**config.mk**
```make
export PLATFORM = sky130hd
export DESIGN_NAME = laser_bias_startup_and_trip_monitor
export DESIGN_NICKNAME = d
export VERILOG_FILES = /design/src/shared/laser_bias_pkg.sv /design/src/shared/monitor_if.sv /design/src/rtl/monitor_sequencer.sv /design/src/rtl/laser_bias_startup_and_trip_monitor.sv
export VERILOG_INCLUDE_DIRS = /design/src /design/src/shared
export SDC_FILE = /design/constraint.sdc
export NUM_CORES = 1
export LEC_CHECK = 0
export BUFFER_PORTS_ARGS = -buffer_cell sky130_fd_sc_hd__buf_2
export CAP_MARGIN = 25
export CORE_MARGIN = 2
export CORE_UTILIZATION = 40
export CTS_BUF_LIST = sky130_fd_sc_hd__clkbuf_4 sky130_fd_sc_hd__clkbuf_8 sky130_fd_sc_hd__clkbuf_16
export DETAILED_ROUTE_END_ITERATION = 10
export HOLD_SLACK_MARGIN = 0.06
export SLEW_MARGIN = 20
export SYNTH_ARGS = -nofsm -noshare
export SYNTH_HDL_FRONTEND = slang
export SYNTH_SLANG_ARGS = --single-unit
```
**constraint.sdc**
```tcl
create_clock -name ref_clk -period 19.62 [get_ports ref_clk]
set_input_delay 0.981 -clock ref_clk [delete_from_list [all_inputs] [get_ports ref_clk]]
set_output_delay 0.981 -clock ref_clk [all_outputs]
set_load 0.01 [all_outputs]
```
**src/shared/laser_bias_consts.svh**
```systemverilog
// constants for the laser bias startup and trip monitor
`ifndef LASER_BIAS_CONSTS_SVH
`define LASER_BIAS_CONSTS_SVH

// register offsets
`define REG_SOFT_TX_DISABLE 8'h6E
`define REG_AUTO_BIAS_SELECT 8'h80
`define REG_SAMPLE_RATE_SELECT 8'h88
`define REG_MANUAL_BIAS_VALUE 8'hF8

// field positions and reset values
`define SAMPLE_RATE_CODE_LSB 0
`define SAMPLE_RATE_CODE_MAX 4'h9
`define SHIFT_FIELD_W 3
`define BIAS_RESET 16'h0000

// comparator schedule: eight readings, six for the power loop
`define APC_SLOTS 3'h6
`define SLOT_POWER_TRIP 3'h6
`define SLOT_BIAS_TRIP 3'h7

// monitor converter round robin
`define MON_CHANNELS 3'h6
`define MON_CH_TEMP 3'h0
`define MON_CH_SUPPLY 3'h1
`define MON_CH_FIRST_SHIFTED 3'h2

// clock and timing
`define CLK_PERIOD_NS 25
`define NS_TO_CYC(ns) (((ns) + `CLK_PERIOD_NS - 1) / `CLK_PERIOD_NS)
`define RATE_PAIR(f, r) {9'(`NS_TO_CYC(f)), 9'(`NS_TO_CYC(r))}

`define FIRST_NS_0 350
`define FIRST_NS_1 550
`define FIRST_NS_2 750
`define FIRST_NS_3 950
`define FIRST_NS_4 1350
`define FIRST_NS_5 1550
`define FIRST_NS_6 1750
`define FIRST_NS_7 2150
`define FIRST_NS_8 2950
`define FIRST_NS_9 3150
`define REP_NS_0 800
`define REP_NS_1 1200
`define REP_NS_2 1600
`define REP_NS_3 2000
`define REP_NS_4 2800
`define REP_NS_5 3200
`define REP_NS_6 3600
`define REP_NS_7 4400
`define REP_NS_8 6000
`define REP_NS_9 6400

`endif

```
**src/shared/laser_bias_pkg.sv**
```systemverilog
// types for the laser bias startup and trip monitor
package laser_bias_pkg;

	typedef logic [15:0] bias_t;
	typedef logic [8:0] rate_cnt_t;

	// gray codes along the power-up path
	typedef enum logic [2:0] {
		ST_OFF = 3'h0,
		ST_WAIT_TEMP = 3'h1,
		ST_WAIT_SUPPLY = 3'h3,
		ST_STEP = 3'h2,
		ST_SEARCH = 3'h6,
		ST_TRACK = 3'h7
	} bias_state_e;

	typedef enum logic [1:0] {
		CMP_APC = 2'h0,
		CMP_POWER_TRIP = 2'h1,
		CMP_BIAS_TRIP = 2'h2
	} cmp_select_e;

	typedef struct packed {
		bias_state_e state;
		logic tempKnown;
		logic burstPrev;
		logic armed;
		rate_cnt_t sampCnt;
		logic [2:0] slot;
		logic lastAbove;
		bias_t loopBias;
		bias_t step;
		logic searchDone;
		logic powerHigh;
		logic powerLow;
		logic biasHigh;
		logic biasMax;
		logic shutLatch;
		logic modEn;
		logic biasEn;
		bias_t biasOut;
		cmp_select_e cmpSel;
		logic sampleStrobe;
		logic fault;
		logic gate;
	} ctrl_s;

	typedef struct packed {
		logic [2:0] chan;
		logic start;
		logic busy;
		logic [15:0] result;
		logic valid;
		logic [2:0] resChan;
	} mon_s;

endpackage

```
**src/shared/monitor_if.sv**
```systemverilog
// link between the bias controller and the monitor sequencer
`timescale 1ns/1ps
interface monitor_if;
	logic adcStart;
	logic [2:0] adcChannel;
	logic adcDone;
	logic [15:0] adcRaw;
	logic [11:0] rightShifts;
	logic [15:0] result;
	logic resultValid;
	logic [2:0] resultChannel;

	modport seq (
		output adcStart, adcChannel, result, resultValid, resultChannel,
		input adcDone, adcRaw, rightShifts
	);
	modport ctl (
		input adcStart, adcChannel, result, resultValid, resultChannel,
		output adcDone, adcRaw, rightShifts
	);
endinterface

```
**src/rtl/monitor_sequencer.sv**
```systemverilog
// round-robin monitor conversion sequencer with right shifts
`timescale 1ns/1ps
`include "laser_bias_consts.svh"
module monitor_sequencer
	import laser_bias_pkg::*;
(
	input wire logic ref_clk,
	input wire logic sys_rst,
	monitor_if.seq mon
);
	mon_s q;
	mon_s d;
	logic [2:0] shiftIdx;
	logic [2:0] shiftAmt;

	always_comb
	begin
		d = q;
		d.start = 1'b0;
		d.valid = 1'b0;
		shiftIdx = q.chan - `MON_CH_FIRST_SHIFTED;
		shiftAmt = 3'h0;
		// shift monitor inputs one to four
		if (q.chan >= `MON_CH_FIRST_SHIFTED)
		begin
			shiftAmt = mon.rightShifts[shiftIdx * `SHIFT_FIELD_W +: 3];
		end
		if (!q.busy)
		begin
			d.start = 1'b1;
			d.busy = 1'b1;
		end
		else if (mon.adcDone)
		begin
			d.result = mon.adcRaw >> shiftAmt;
			d.valid = 1'b1;
			d.resChan = q.chan;
			d.busy = 1'b0;
			d.chan = (q.chan == `MON_CHANNELS - 3'h1) ? 3'h0 : q.chan + 3'h1;
		end
	end

	always_ff @(posedge ref_clk)
	begin
		if (sys_rst)
			q <= '0;
		else
			q <= d;
	end

	assign mon.adcStart = q.start;
	assign mon.adcChannel = q.chan;
	assign mon.result = q.result;
	assign mon.resultValid = q.valid;
	assign mon.resultChannel = q.resChan;
endmodule

```
**src/rtl/laser_bias_startup_and_trip_monitor.sv**
```systemverilog
// bias startup, power loop, shared comparator schedule and trip alarms
// What this block does
// - outputs off until supply ok, temperature converted
// - optionally wait for supply above low alarm
// - step bias by startup step until exceeded
// - binary search, then single-step power loop
// - quick trips masked until search done
// - never step above ceiling during startup
// - startup step comes from host register
// - restart after disable skips temperature wait
// - manual bias code when auto select off
// - disable pin turns outputs off, restart
// - software disable acts like the pin
// - eight comparator readings, six for loop
// - power alarms follow last loop comparison
// - sampling starts on burst gate rise
// - rate code picks first delay, period
// - codes above nine act as nine
// - no trip updates while gate low
// - trip alarms hold until sample clears
// - compare bias code to ceiling each update
// - at ceiling set limit bit, clamp loop bias only (manual code is not clamped)
// - masked trips drive fault and shutdown gate
// - six monitor channels, shifts on four
`timescale 1ns/1ps
`include "laser_bias_consts.svh"
module laser_bias_startup_and_trip_monitor
	import laser_bias_pkg::*;
(
	input wire logic ref_clk,
	input wire logic sys_rst,
	input wire logic supplyAboveOnLevel,
	input wire logic supplyLowAlarmEnable,
	input wire logic [15:0] supplyLowAlarmLevel,
	input wire logic txDisablePin,
	input wire logic softTxDisable,
	input wire logic burstGateInput,
	input wire logic comparatorAbove,
	input wire logic [15:0] startupStepCurrent,
	input wire logic [15:0] biasCeiling,
	input wire logic autoBiasSelect,
	input wire logic [15:0] manualBiasValue,
	input wire logic [7:0] sampleRateSelect,
	input wire logic [3:0] faultMask,
	input wire logic [3:0] shutdownMask,
	input wire logic shutdownGateInvert,
	input wire logic adcDone,
	input wire logic [15:0] adcRaw,
	input wire logic [11:0] rightShifts,
	output logic modulationOutputEnable,
	output logic biasOutputEnable,
	output logic [15:0] biasCode,
	output logic [1:0] comparatorSelect,
	output logic comparatorSample,
	output logic powerHighAlarm,
	output logic powerLowAlarm,
	output logic biasHighAlarm,
	output logic biasLimitStatus,
	output logic searchComplete,
	output logic faultOutput,
	output logic shutdownGateOutput,
	output logic adcStart,
	output logic [2:0] adcChannel,
	output logic [15:0] monitorResult,
	output logic monitorResultValid,
	output logic [2:0] monitorResultChannel
);
	ctrl_s q;
	ctrl_s d;
	monitor_if mon();

	logic txDisable;
	logic [3:0] rateCode;
	logic [17:0] ratePair;
	logic tick;
	logic apcTick;
	logic powerTick;
	logic biasTripTick;
	logic tempDone;
	logic supplyOk;
	logic [16:0] stepSum;
	logic [3:0] tripVec;
	bias_t halfStep;
	bias_state_e readyState;

	// rate code to first delay and period in cycles
	function automatic logic [17:0] rate_pair(input logic [3:0] code);
		logic [17:0] p;
		case (code)
			4'h0: p = `RATE_PAIR(`FIRST_NS_0, `REP_NS_0);
			4'h1: p = `RATE_PAIR(`FIRST_NS_1, `REP_NS_1);
			4'h2: p = `RATE_PAIR(`FIRST_NS_2, `REP_NS_2);
			4'h3: p = `RATE_PAIR(`FIRST_NS_3, `REP_NS_3);
			4'h4: p = `RATE_PAIR(`FIRST_NS_4, `REP_NS_4);
			4'h5: p = `RATE_PAIR(`FIRST_NS_5, `REP_NS_5);
			4'h6: p = `RATE_PAIR(`FIRST_NS_6, `REP_NS_6);
			4'h7: p = `RATE_PAIR(`FIRST_NS_7, `REP_NS_7);
			4'h8: p = `RATE_PAIR(`FIRST_NS_8, `REP_NS_8);
			default: p = `RATE_PAIR(`FIRST_NS_9, `REP_NS_9);
		endcase
		return p;
	endfunction

	monitor_sequencer u_monitor_sequencer (
		.ref_clk(ref_clk),
		.sys_rst(sys_rst),
		.mon(mon.seq)
	);

	assign mon.adcDone = adcDone;
	assign mon.adcRaw = adcRaw;
	assign mon.rightShifts = rightShifts;

	always_comb
	begin
		d = q;
		d.sampleStrobe = 1'b0;
		txDisable = txDisablePin | softTxDisable;
		rateCode = sampleRateSelect[`SAMPLE_RATE_CODE_LSB +: 4];
		if (rateCode > `SAMPLE_RATE_CODE_MAX)
			rateCode = `SAMPLE_RATE_CODE_MAX;
		ratePair = rate_pair(rateCode);
		tick = 1'b0;

		d.burstPrev = burstGateInput;
		if (!burstGateInput)
		begin
			d.armed = 1'b0;
		end
		else if (!q.burstPrev)
		begin
			d.armed = 1'b1;
			d.sampCnt = ratePair[17:9] - 9'h1;
		end
		else if (q.armed)
		begin
			if (q.sampCnt == 9'h0)
			begin
				tick = 1'b1;
				d.sampCnt = ratePair[8:0] - 9'h1;
			end
			else
			begin
				d.sampCnt = q.sampCnt - 9'h1;
			end
		end

		// eight readings, six for the loop, two for trips
		apcTick = tick && (q.slot < `APC_SLOTS);
		powerTick = tick && (q.slot == `SLOT_POWER_TRIP);
		biasTripTick = tick && (q.slot == `SLOT_BIAS_TRIP);
		if (tick)
		begin
			d.slot = q.slot + 3'h1;
			d.sampleStrobe = 1'b1;
		end
		if (d.slot < `APC_SLOTS)
			d.cmpSel = CMP_APC;
		else if (d.slot == `SLOT_POWER_TRIP)
			d.cmpSel = CMP_POWER_TRIP;
		else
			d.cmpSel = CMP_BIAS_TRIP;
		if (apcTick)
			d.lastAbove = comparatorAbove;

		tempDone = mon.resultValid && (mon.resultChannel == `MON_CH_TEMP);
		supplyOk = mon.resultValid && (mon.resultChannel == `MON_CH_SUPPLY)
			&& (mon.result > supplyLowAlarmLevel);
		readyState = supplyLowAlarmEnable ? ST_WAIT_SUPPLY : ST_STEP;
		stepSum = {1'b0, q.loopBias} + {1'b0, startupStepCurrent};
		halfStep = q.step >> 1;

		case (q.state)
			ST_OFF:
			begin
				// wait for supply above power-on level
				if (supplyAboveOnLevel && !txDisable && !q.shutLatch)
				begin
					d.state = q.tempKnown ? readyState : ST_WAIT_TEMP;
				end
			end
			ST_WAIT_TEMP:
			begin
				if (tempDone)
				begin
					d.tempKnown = 1'b1;
					d.state = readyState;
				end
			end
			ST_WAIT_SUPPLY:
			begin
				if (supplyOk)
					d.state = ST_STEP;
			end
			ST_STEP:
			begin
				if (burstGateInput && apcTick && comparatorAbove)
				begin
					d.step = startupStepCurrent >> 1;
					d.loopBias = q.loopBias - (startupStepCurrent >> 1);
					d.state = ST_SEARCH;
				end
				else if (burstGateInput
					&& (q.loopBias == `BIAS_RESET || apcTick))
				begin
					// ceiling reached, search instead of step
					if (stepSum > {1'b0, biasCeiling})
					begin
						d.step = startupStepCurrent >> 1;
						d.state = ST_SEARCH;
					end
					else
					begin
						d.loopBias = stepSum[15:0];
					end
				end
			end
			ST_SEARCH:
			begin
				if (q.step == `BIAS_RESET)
				begin
					d.searchDone = 1'b1;
					d.state = ST_TRACK;
				end
				else if (apcTick)
				begin
					d.step = halfStep;
					if (comparatorAbove)
					begin
						d.loopBias = (q.loopBias > q.step)
							? q.loopBias - q.step : `BIAS_RESET;
					end
					// a step past the ceiling is not taken
					else if ({1'b0, q.loopBias} + {1'b0, q.step}
						<= {1'b0, biasCeiling})
					begin
						d.loopBias = q.loopBias + q.step;
					end
				end
			end
			ST_TRACK:
			begin
				if (apcTick)
				begin
					if (comparatorAbove && q.loopBias != `BIAS_RESET)
						d.loopBias = q.loopBias - 16'h0001;
					else if (!comparatorAbove && q.loopBias < biasCeiling)
						d.loopBias = q.loopBias + 16'h0001;
				end
			end
			default:
			begin
				d.state = ST_OFF;
			end
		endcase

		if (d.loopBias > biasCeiling)
			d.loopBias = biasCeiling;

		// trips only update with gate high
		// alarms hold until a later sample
		if (q.searchDone)
		begin
			// power alarms follow last loop comparison
			if (powerTick)
			begin
				d.powerHigh = q.lastAbove;
				d.powerLow = !q.lastAbove;
			end
			if (biasTripTick)
				d.biasHigh = comparatorAbove;
		end
		else
		begin
			d.powerHigh = 1'b0;
			d.powerLow = 1'b0;
			d.biasHigh = 1'b0;
		end

		if (txDisable)
			d.shutLatch = 1'b0;
		if (!supplyAboveOnLevel)
			d.tempKnown = 1'b0;
		if (!supplyAboveOnLevel || txDisable || q.shutLatch)
		begin
			d.state = ST_OFF;
			d.loopBias = `BIAS_RESET;
			d.step = `BIAS_RESET;
			d.searchDone = 1'b0;
			d.powerHigh = 1'b0;
			d.powerLow = 1'b0;
			d.biasHigh = 1'b0;
		end

		d.modEn = (d.state == ST_STEP) || (d.state == ST_SEARCH)
			|| (d.state == ST_TRACK);
		d.biasEn = d.modEn;
		// manual bias code when auto select is off
		if (!d.modEn)
			d.biasOut = `BIAS_RESET;
		else if (autoBiasSelect)
			d.biasOut = d.loopBias;
		else
			d.biasOut = manualBiasValue;
		// digital ceiling compare on every update
		// ceiling compare stays live through startup
		d.biasMax = d.modEn && (d.biasOut >= biasCeiling);

		// masked trips to fault and shutdown gate
		tripVec = {d.biasMax, d.biasHigh, d.powerLow, d.powerHigh};
		d.fault = |(tripVec & faultMask);
		// the disable clear wins, since a disable zeroes every trip in the same cycle
		if (|(tripVec & shutdownMask))
			d.shutLatch = 1'b1;
		d.gate = d.shutLatch ^ shutdownGateInvert;
	end

	always_ff @(posedge ref_clk)
	begin
		if (sys_rst)
			q <= '0;
		else
			q <= d;
	end

	assign modulationOutputEnable = q.modEn;
	assign biasOutputEnable = q.biasEn;
	assign biasCode = q.biasOut;
	assign comparatorSelect = q.cmpSel;
	assign comparatorSample = q.sampleStrobe;
	assign powerHighAlarm = q.powerHigh;
	assign powerLowAlarm = q.powerLow;
	assign biasHighAlarm = q.biasHigh;
	assign biasLimitStatus = q.biasMax;
	assign searchComplete = q.searchDone;
	assign faultOutput = q.fault;
	assign shutdownGateOutput = q.gate;
	assign adcStart = mon.adcStart;
	assign adcChannel = mon.adcChannel;
	assign monitorResult = mon.result;
	assign monitorResultValid = mon.resultValid;
	assign monitorResultChannel = mon.resultChannel;
endmodule

```
==> impl_metrics.tcl, run 1 <==
set metrics [dict create \
    avgViaCountPerCell 6.03 \
    post-synth-top-count-cell "sky130_fd_sc_hd__ha_1" \
    r2r_cells 38 \
    report.final.setup_viol 0 \
    p_sw_frac 0.311 \
    place.detailed.hpwl_um 36300 \
    slew_viol_final 0 \
    instances_no_fill 2180 \
    worstSetupEndpoint "faultOutput" \
    drt-initial-drc-count 1358 \
    p_total_mw 0.501 \
    firstDrtPassIters 8 \
    postCtsSetupBuffers 0 \
    worst-r2r-setup-slack_ps 9190 \
    clk-insertion-delay-late_ps 370 \
    globalRouteOverflowTotal 0 \
    synth_top_area_frac 0.166 \
    comb_power_share 0.205 \
    p_clk_frac 0.361 \
    place_congestion 1.01 \
    worst_clock_skew_ps 14.9 \
    seq_power_share 0.434 \
    synth.top_cells.by_area "sky130_fd_sc_hd__ha_1 (17%), sky130_fd_sc_hd__dfxtp_1 (16%), sky130_fd_sc_hd__a21oi_1 (4.7%)" \
    drt_wl_total_um 46100 \
    drcViolationCount 0 \
    cpPeakStageDelay_ps 860 \
    synth-edff-count 0 \
    post_synth_most_frequent_cells "sky130_fd_sc_hd__ha_1 (168), sky130_fd_sc_hd__nor2_1 (159), sky130_fd_sc_hd__nand2_1 (141), sky130_fd_sc_hd__a21oi_1 (120), sky130_fd_sc_hd__inv_1 (107)" \
    cts.hold.buffers_added 0 \
    min_period_ps 10430 \
    cts_num_sinks 103 \
    pint_mw 0.345 \
    initial_antenna_violation_count 2 \
    worstPathMaxFanout 14 \
    clock_root_buffer "sky130_fd_sc_hd__clkbuf_16" \
    areaGrowthSynthToFinish_pct 9.41 \
    synth_warnings 0 \
    post_cts_resized 0 \
    num_antenna_cells 0 \
    num-nets-final 2064 \
    cellLeakagePower_nw 6.66 \
    power.density_cell_area_nw_per_um2 36.1 \
    outcome "finished, final reports clean" \
    crit_path_dat_ps 10690 \
    netSwitchingPower_mw 0.156 \
    die_wd_um 182 \
    largest_net_degree_at_the_start_of_global_routing 41 \
    ys_dominant_reg_cell "sky130_fd_sc_hd__dfxtp_1" \
    path_class "flop to flop" \
    cell_with_the_largest_stage_delay_on_the_worst_path "sky130_fd_sc_hd__a2111oi_0" \
    setup_ws_ps 9190 \
    final_hold_viol_count 0 \
    first_global_vias 12455 \
    maximum_resistive_drop_on_vdd_mv 0.0371 \
    synth_seq_cells 103 \
    critPathLaunchType "flop" \
    die_height_um 182 \
    regToRegEndpoint "faultOutput" \
    r2r_start "q[45]" \
    initial_core_util 0.404 \
    timing.final.crit_share 0.532 \
    worst_slew_pin_slew_ps 1060 \
    placeableCoreArea_um2 31400 \
    die_area_um2 33200 \
    clkSlewWorstSetupHoldPaths_ps 70 \
    endpoint_kind "flop" \
    placedCellCount 2162 \
    count_of_port_buffers_added_during_placement 166 \
    synth-async-reset-ratio 0 \
    dr_total_vias 13143 \
    seq_area_frac_synth 0.163 \
    antenna_violating_nets_post_route 0 \
    grt_setup_unrepaired "no" \
    min_path_type "flop to flop" \
    critical_path_required_ps 19880 \
    critical_path.most_common_cell "sky130_fd_sc_hd__a21o_1" \
    synth_area_um2 12700 \
    ctsLongestPathBuffers 2 \
    place_ws_ps 9080 \
    yosys.area.top_type "sky130_fd_sc_hd__ha_1" \
    post_synth_inst_count 1675 \
    final_core_util 0.442 \
    cts_max_level 3 \
    tritoncts "yes" \
    cts_made_buffers 9 \
    maxSlewHeadroom 0.292 \
    fp-row-count 65 \
    post_synth.cell_area_avg_um2 7.57 \
    grt_pass1_wl_um 70700 \
    layout-drive-gt1-share 0.144 \
    synth.lib_cells_used.distinct 98 \
    syn-num-nets 1966 \
    setup_tns_ps 0 \
    wirelength_per_cell_um 21.1 \
    fmax_mhz 95.9 \
    max_cap_viol_count 0 \
    grt.total_usage 0.273 \
    critPathLaunch "q[45]" \
    io-pin-count 171 \
]
==> registers in the layout, summed over array words and instances (netlist names), 2 cells and up <==
signal                                 cells
halfStep                                  14
biasCode                                  16
u_monitor_sequencer.mon.result            16
q                                         37
u_monitor_sequencer.mon.resultChannel      3
comparatorSelect                           2
u_monitor_sequencer.mon.adcChannel         3
==> worst max-delay path: cells and delay by family (launching register included) <==
family                     cells  cell delay, ps
and+or+nand+nor                9            1470
adders and majority gates      5            1580
muxes                          1             310
DFF                            1             720
buffers and inverters          3             390
xor gates and xnor gates       1             340
AOI/OAI and AO/OA             19            5500
==> routing by layer <==
| layer | track usage | up-vias | share of wire |
|---|---|---|---|
| met2 | 0.451 | 590 | 0.46 |
| li1 | - | 6341 | - |
| met1 | 0.355 | 6090 | 0.42 |
| met3 | 0.0371 | 118 | 0.075 |
| met4 | 0.121 | 4 | 0.044 |
| met5 | 0 | - | 0.00059 |
==> cells by family (layout without fill, tap and decap cells) <==
group	count (synthesis)	after routing	share of synthesized area
and+or+nand+nor	567	567	0.222
AOI/OAI and AO/OA	484	484	0.258
buffers and inverters	219	322	0.0848
adders and majority gates	172	172	0.172
DFF	103	103	0.163
muxes	72	72	0.0609
xor gates and xnor gates	58	58	0.0400
==> worst min-delay path by stage <==
| stage | from | endpoint | slack (ps) | cells past startpoint |
|---|---|---|---|---|
| 2_1_floorplan | u_monitor_sequencer.q[20] | u_monitor_sequencer.mon.adcStart | 410 | 1 |
| 3_3_place_gp | u_monitor_sequencer.q[20] | u_monitor_sequencer.mon.adcStart | 440 | 1 |
| 3_5_place_dp | u_monitor_sequencer.q[20] | u_monitor_sequencer.mon.adcStart | 440 | 1 |
| 4_1_cts | u_monitor_sequencer.q[20] | u_monitor_sequencer.mon.adcStart | 470 | 1 |
| 5_1_grt | u_monitor_sequencer.q[20] | u_monitor_sequencer.mon.adcStart | 500 | 1 |
| 6_report | u_monitor_sequencer.q[20] | u_monitor_sequencer.mon.adcStart | 460 | 1 |
==> power groups by stage <==
stage	registers [mW]	logic (mW)	clock network (mW)
after global routing	0.218	0.114	0.193
after global placement	0.222	0.0994	0
final	0.217	0.103	0.181
after CTS	0.217	0.102	0.186
after floorplan	0.221	0.0677	0
after detailed placement	0.222	0.101	0
==> per-stage QoR <==
stage          cell area [um2]  hold slack, ps
2_1_floorplan            12700             406
3_3_place_gp             13600             445
3_5_place_dp             13600             439
4_1_cts                  13900             468
5_1_grt                  13900             498
6_report                 13900             463
==> final cells by class <==
class	count	area [um2]
clock inverter	6	53.8
sequential	103	2060
multi-input combinational	1353	9550
inverter	108	405
clock buffer	10	233
tap	402	503
fill	3233	17500
timing repair buffer	198	1070
==> layout by cell type (no fill, tap or decap), types with 20 or more instances in the layout <==
master                     count
sky130_fd_sc_hd__ha_1        168
sky130_fd_sc_hd__buf_2       166
sky130_fd_sc_hd__nor2_1      159
sky130_fd_sc_hd__nand2_1     141
sky130_fd_sc_hd__a21oi_1     120
sky130_fd_sc_hd__inv_1       107
sky130_fd_sc_hd__dfxtp_1     103
sky130_fd_sc_hd__o21ai_0      85
sky130_fd_sc_hd__mux2i_1      58
sky130_fd_sc_hd__nand3_1      56
sky130_fd_sc_hd__xnor2_1      42
sky130_fd_sc_hd__nor3_1       39
sky130_fd_sc_hd__a21o_1       38
sky130_fd_sc_hd__buf_4        31
sky130_fd_sc_hd__nand4_1      30
sky130_fd_sc_hd__a211oi_1     26
sky130_fd_sc_hd__a22oi_1      23
sky130_fd_sc_hd__o211ai_1     22
sky130_fd_sc_hd__nand2b_1     20
sky130_fd_sc_hd__a31oi_1      20
Power figures use the tool's default switching activity.
==> inputs of run 2 (changes only) <==
--- a/config.mk
+++ b/config.mk
@@ -6,6 +6,7 @@
 export SDC_FILE = /design/constraint.sdc
 export NUM_CORES = 1
 export LEC_CHECK = 0
+export ABC_AREA = 1
 export BUFFER_PORTS_ARGS = -buffer_cell sky130_fd_sc_hd__buf_2
 export CAP_MARGIN = 25
 export CORE_MARGIN = 2
==> constraint.sdc (replaced) <==
create_clock -name ref_clk -period 10 [get_ports ref_clk]
set_input_delay 0.5 -clock ref_clk [delete_from_list [all_inputs] [get_ports ref_clk]]
set_output_delay 0.5 -clock ref_clk [all_outputs]
set_load 0.01 [all_outputs]
==> run 2 against run 1 <==
  * Clock power is 110% higher
  * Critical path type unchanged
  * Critical endpoint is now shutdownGateOutput
  * Cell count is 20% higher
  * Synthesized cell count is 26% higher
  * Register-to-register slack worse by 7700 ps
  * Clock skew is 2.0 ps lower
  * Largest power group unchanged
  * Power is 100% higher
  * Sequential power is 96% higher
  * First-iteration DRC count is 13% lower
  * Via count is 7.9% higher
  * Highest routed layer is now met4
==> impl_metrics.tcl, run 2 <==
set metrics [dict create \
    place.detailed.hpwl_um 36600 \
    initial_antenna_violation_count 0 \
    placeableCoreArea_um2 31700 \
    synth_area_um2 13000 \
    instances_no_fill 2623 \
    comb_power_share 0.212 \
    min_path_type "input port to flop" \
    endpoint_kind "flop" \
    post-synth-top-count-cell "sky130_fd_sc_hd__nand2_1" \
    post_synth_inst_count 2114 \
    die_height_um 184 \
    synth.top_cells.by_area "sky130_fd_sc_hd__ha_1 (16%), sky130_fd_sc_hd__dfxtp_1 (16%), sky130_fd_sc_hd__nand2_1 (15%)" \
    grt_pass1_wl_um 71000 \
    report.final.setup_viol 0 \
    synth_warnings 0 \
    layout.cells.most_common "sky130_fd_sc_hd__nand2_1" \
    clkSlewWorstSetupHoldPaths_ps 70 \
    setup_tns_ps 0 \
    post_synth.cell_area_avg_um2 6.14 \
    final_hold_viol_count 0 \
    areaGrowthSynthToFinish_pct 9.47 \
    worstPathMaxFanout 18 \
    die_wd_um 184 \
    layout-drive-gt1-share 0.113 \
    cts_num_sinks 103 \
    largest_register_ff_count 37 \
    avgViaCountPerCell 5.41 \
    maxSlewHeadroom 0.364 \
    final_cell_area_um2 14200 \
    cts_made_buffers 9 \
    io-pin-count 171 \
    p_total_mw 1.01 \
    count_of_port_buffers_added_during_placement 166 \
    p_sw_frac 0.328 \
    max_cap_viol_count 0 \
    clock_root_buffer "sky130_fd_sc_hd__clkbuf_16" \
    antenna_violating_nets_post_route 0 \
    netSwitchingPower_mw 0.331 \
    cts.hold.buffers_added 0 \
    drt-initial-drc-count 1183 \
    worst_clock_skew_ps 12.9 \
    placedCellCount 2605 \
    drcViolationCount 0 \
    initial_core_util 0.409 \
    cpPeakStageDelay_ps 760 \
    synth.lib_cells_used.distinct 66 \
    outcome "finished, final reports clean" \
    place_congestion 1.02 \
    post_synth_most_frequent_cells "sky130_fd_sc_hd__nand2_1 (516), sky130_fd_sc_hd__inv_1 (318), sky130_fd_sc_hd__nor2_1 (204), sky130_fd_sc_hd__ha_1 (168), sky130_fd_sc_hd__a21oi_1 (144)" \
    pint_mw 0.680 \
    firstDrtPassIters 6 \
    cts_max_level 3 \
    yosys.area.top_type "sky130_fd_sc_hd__ha_1" \
    die_area_um2 33900 \
    fmax_mhz 118 \
    first_global_vias 13179 \
    synth_top_area_frac 0.162 \
    top_library_cells_by_usage_in_the_layout_fill_and_taps_aside "sky130_fd_sc_hd__nand2_1 (516), sky130_fd_sc_hd__inv_1 (318), sky130_fd_sc_hd__nor2_1 (203), sky130_fd_sc_hd__ha_1 (168), sky130_fd_sc_hd__buf_2 (166)" \
    grt_setup_unrepaired "no" \
    seq_area_frac_synth 0.159 \
    slew_viol_final 0 \
    placed_area_um2 13900 \
    path_class "flop to flop" \
    num-nets-final 2506 \
    crit_path_dat_ps 8740 \
    maximum_resistive_drop_on_vdd_mv 0.0598 \
    fp-row-count 65 \
    p_clk_frac 0.368 \
    critical_path.most_common_cell "sky130_fd_sc_hd__nand2_1" \
    grt.total_usage 0.269 \
    postCtsSetupBuffers 0 \
    ctsLongestPathBuffers 2 \
    critical_path_required_ps 10240 \
    min_period_ps 8500 \
    globalRouteOverflowTotal 0 \
    synth-async-reset-ratio 0 \
    cellLeakagePower_nw 8.11 \
    post_cts_resized 0 \
    power.density_cell_area_nw_per_um2 71.2 \
    seq_power_share 0.420 \
    worst_slew_pin_slew_ps 950 \
    ys_dominant_reg_cell "sky130_fd_sc_hd__dfxtp_1" \
    timing.final.crit_share 0.850 \
    worst_hold_slack_ps 323 \
    wirelength_per_cell_um 17.4 \
    drt_wl_total_um 45700 \
    synth-edff-count 0 \
    cell_with_the_largest_stage_delay_on_the_worst_path "sky130_fd_sc_hd__dfxtp_1" \
    largest_net_degree_at_the_start_of_global_routing 59 \
    synth_seq_cells 103 \
    critPathLaunchType "flop" \
    syn-num-nets 2405 \
    largest_register "q" \
    tritoncts "yes" \
    clk-insertion-delay-late_ps 370 \
    dr_total_vias 14179 \
]
==> run 2: changes by cell type in the layout (fill, tap and decap cells not counted), sizes merged, moves of 35 or more <==
cell	delta
nor2	+50
mux2i	-54
o21ai	+35
inv	+221
nand3	+84
a21o	-35
nand2	+390
==> run 2: worst paths after layout <==
kind	from	to	slack (ps)	cells after the start
max	q[46]	shutdownGateOutput	1500	57
min	faultMask[3]	faultOutput	320	3
max reg2reg	q[46]	shutdownGateOutput	1500	57
min reg2reg	u_monitor_sequencer.q[20]	u_monitor_sequencer.mon.adcStart	410	1
==> run 2: cells by family after synthesis <==
logic type,Yosys count,synth area share
adders and majority gates,172,0.168
DFF,103,0.159
AOI/OAI and AO/OA,377,0.172
xor gates and xnor gates,53,0.0358
buffers and inverters,423,0.137
muxes,4,0.00309
and+or+nand+nor,982,0.325
==> run 2: metrics by stage <==
| stage | worst slack, ps | util |
|---|---|---|
| 4_1_cts | 1410 | 0.447 |
| 2_1_floorplan | 3390 | - |
| 6_report | 1500 | 0.448 |
| 5_1_grt | 642 | 0.448 |
| 3_3_place_gp | 1450 | 0.438 |
| 3_5_place_dp | 1410 | 0.438 |
==> run 2: cell type report <==
| type | count | area [um2] |
|---|---|---|
| timing repair buffer | 183 | 962 |
| clock inverter | 4 | 36.3 |
| sequential | 103 | 2060 |
| fill | 3481 | 17500 |
| inverter | 330 | 1240 |
| multi-input combinational | 1588 | 9150 |
| tap | 402 | 503 |
| antenna | 1 | 2.50 |
| clock buffer | 12 | 254 |
==> run 2: metal layers <==
metal / vias up / GRT usage / wire length (um)
met5: - / 0 / 0
met4: 0 / 0.137 / 2320
met3: 99 / 0.0375 / 3200
met2: 525 / 0.430 / 20200
met1: 6434 / 0.353 / 20000
li1: 7121 / - / -
==> run 2: worst max-delay path: cells and delay by family, from the launching register on <==
family	cells	cell delay, ps
AOI/OAI and AO/OA	6	1900
xor gates and xnor gates	1	200
adders and majority gates	4	1290
buffers and inverters	10	1060
DFF	1	760
and+or+nand+nor	36	3140
==> run 2: power groups by stage <==
stage                     registers [mW]  clock network, mW  logic, mW
after floorplan                    0.432                  0      0.142
after global placement             0.434                  0      0.208
after detailed placement           0.435                  0      0.211
after CTS                          0.425              0.378      0.212
after global routing               0.426              0.394      0.242
final                              0.425              0.372      0.214
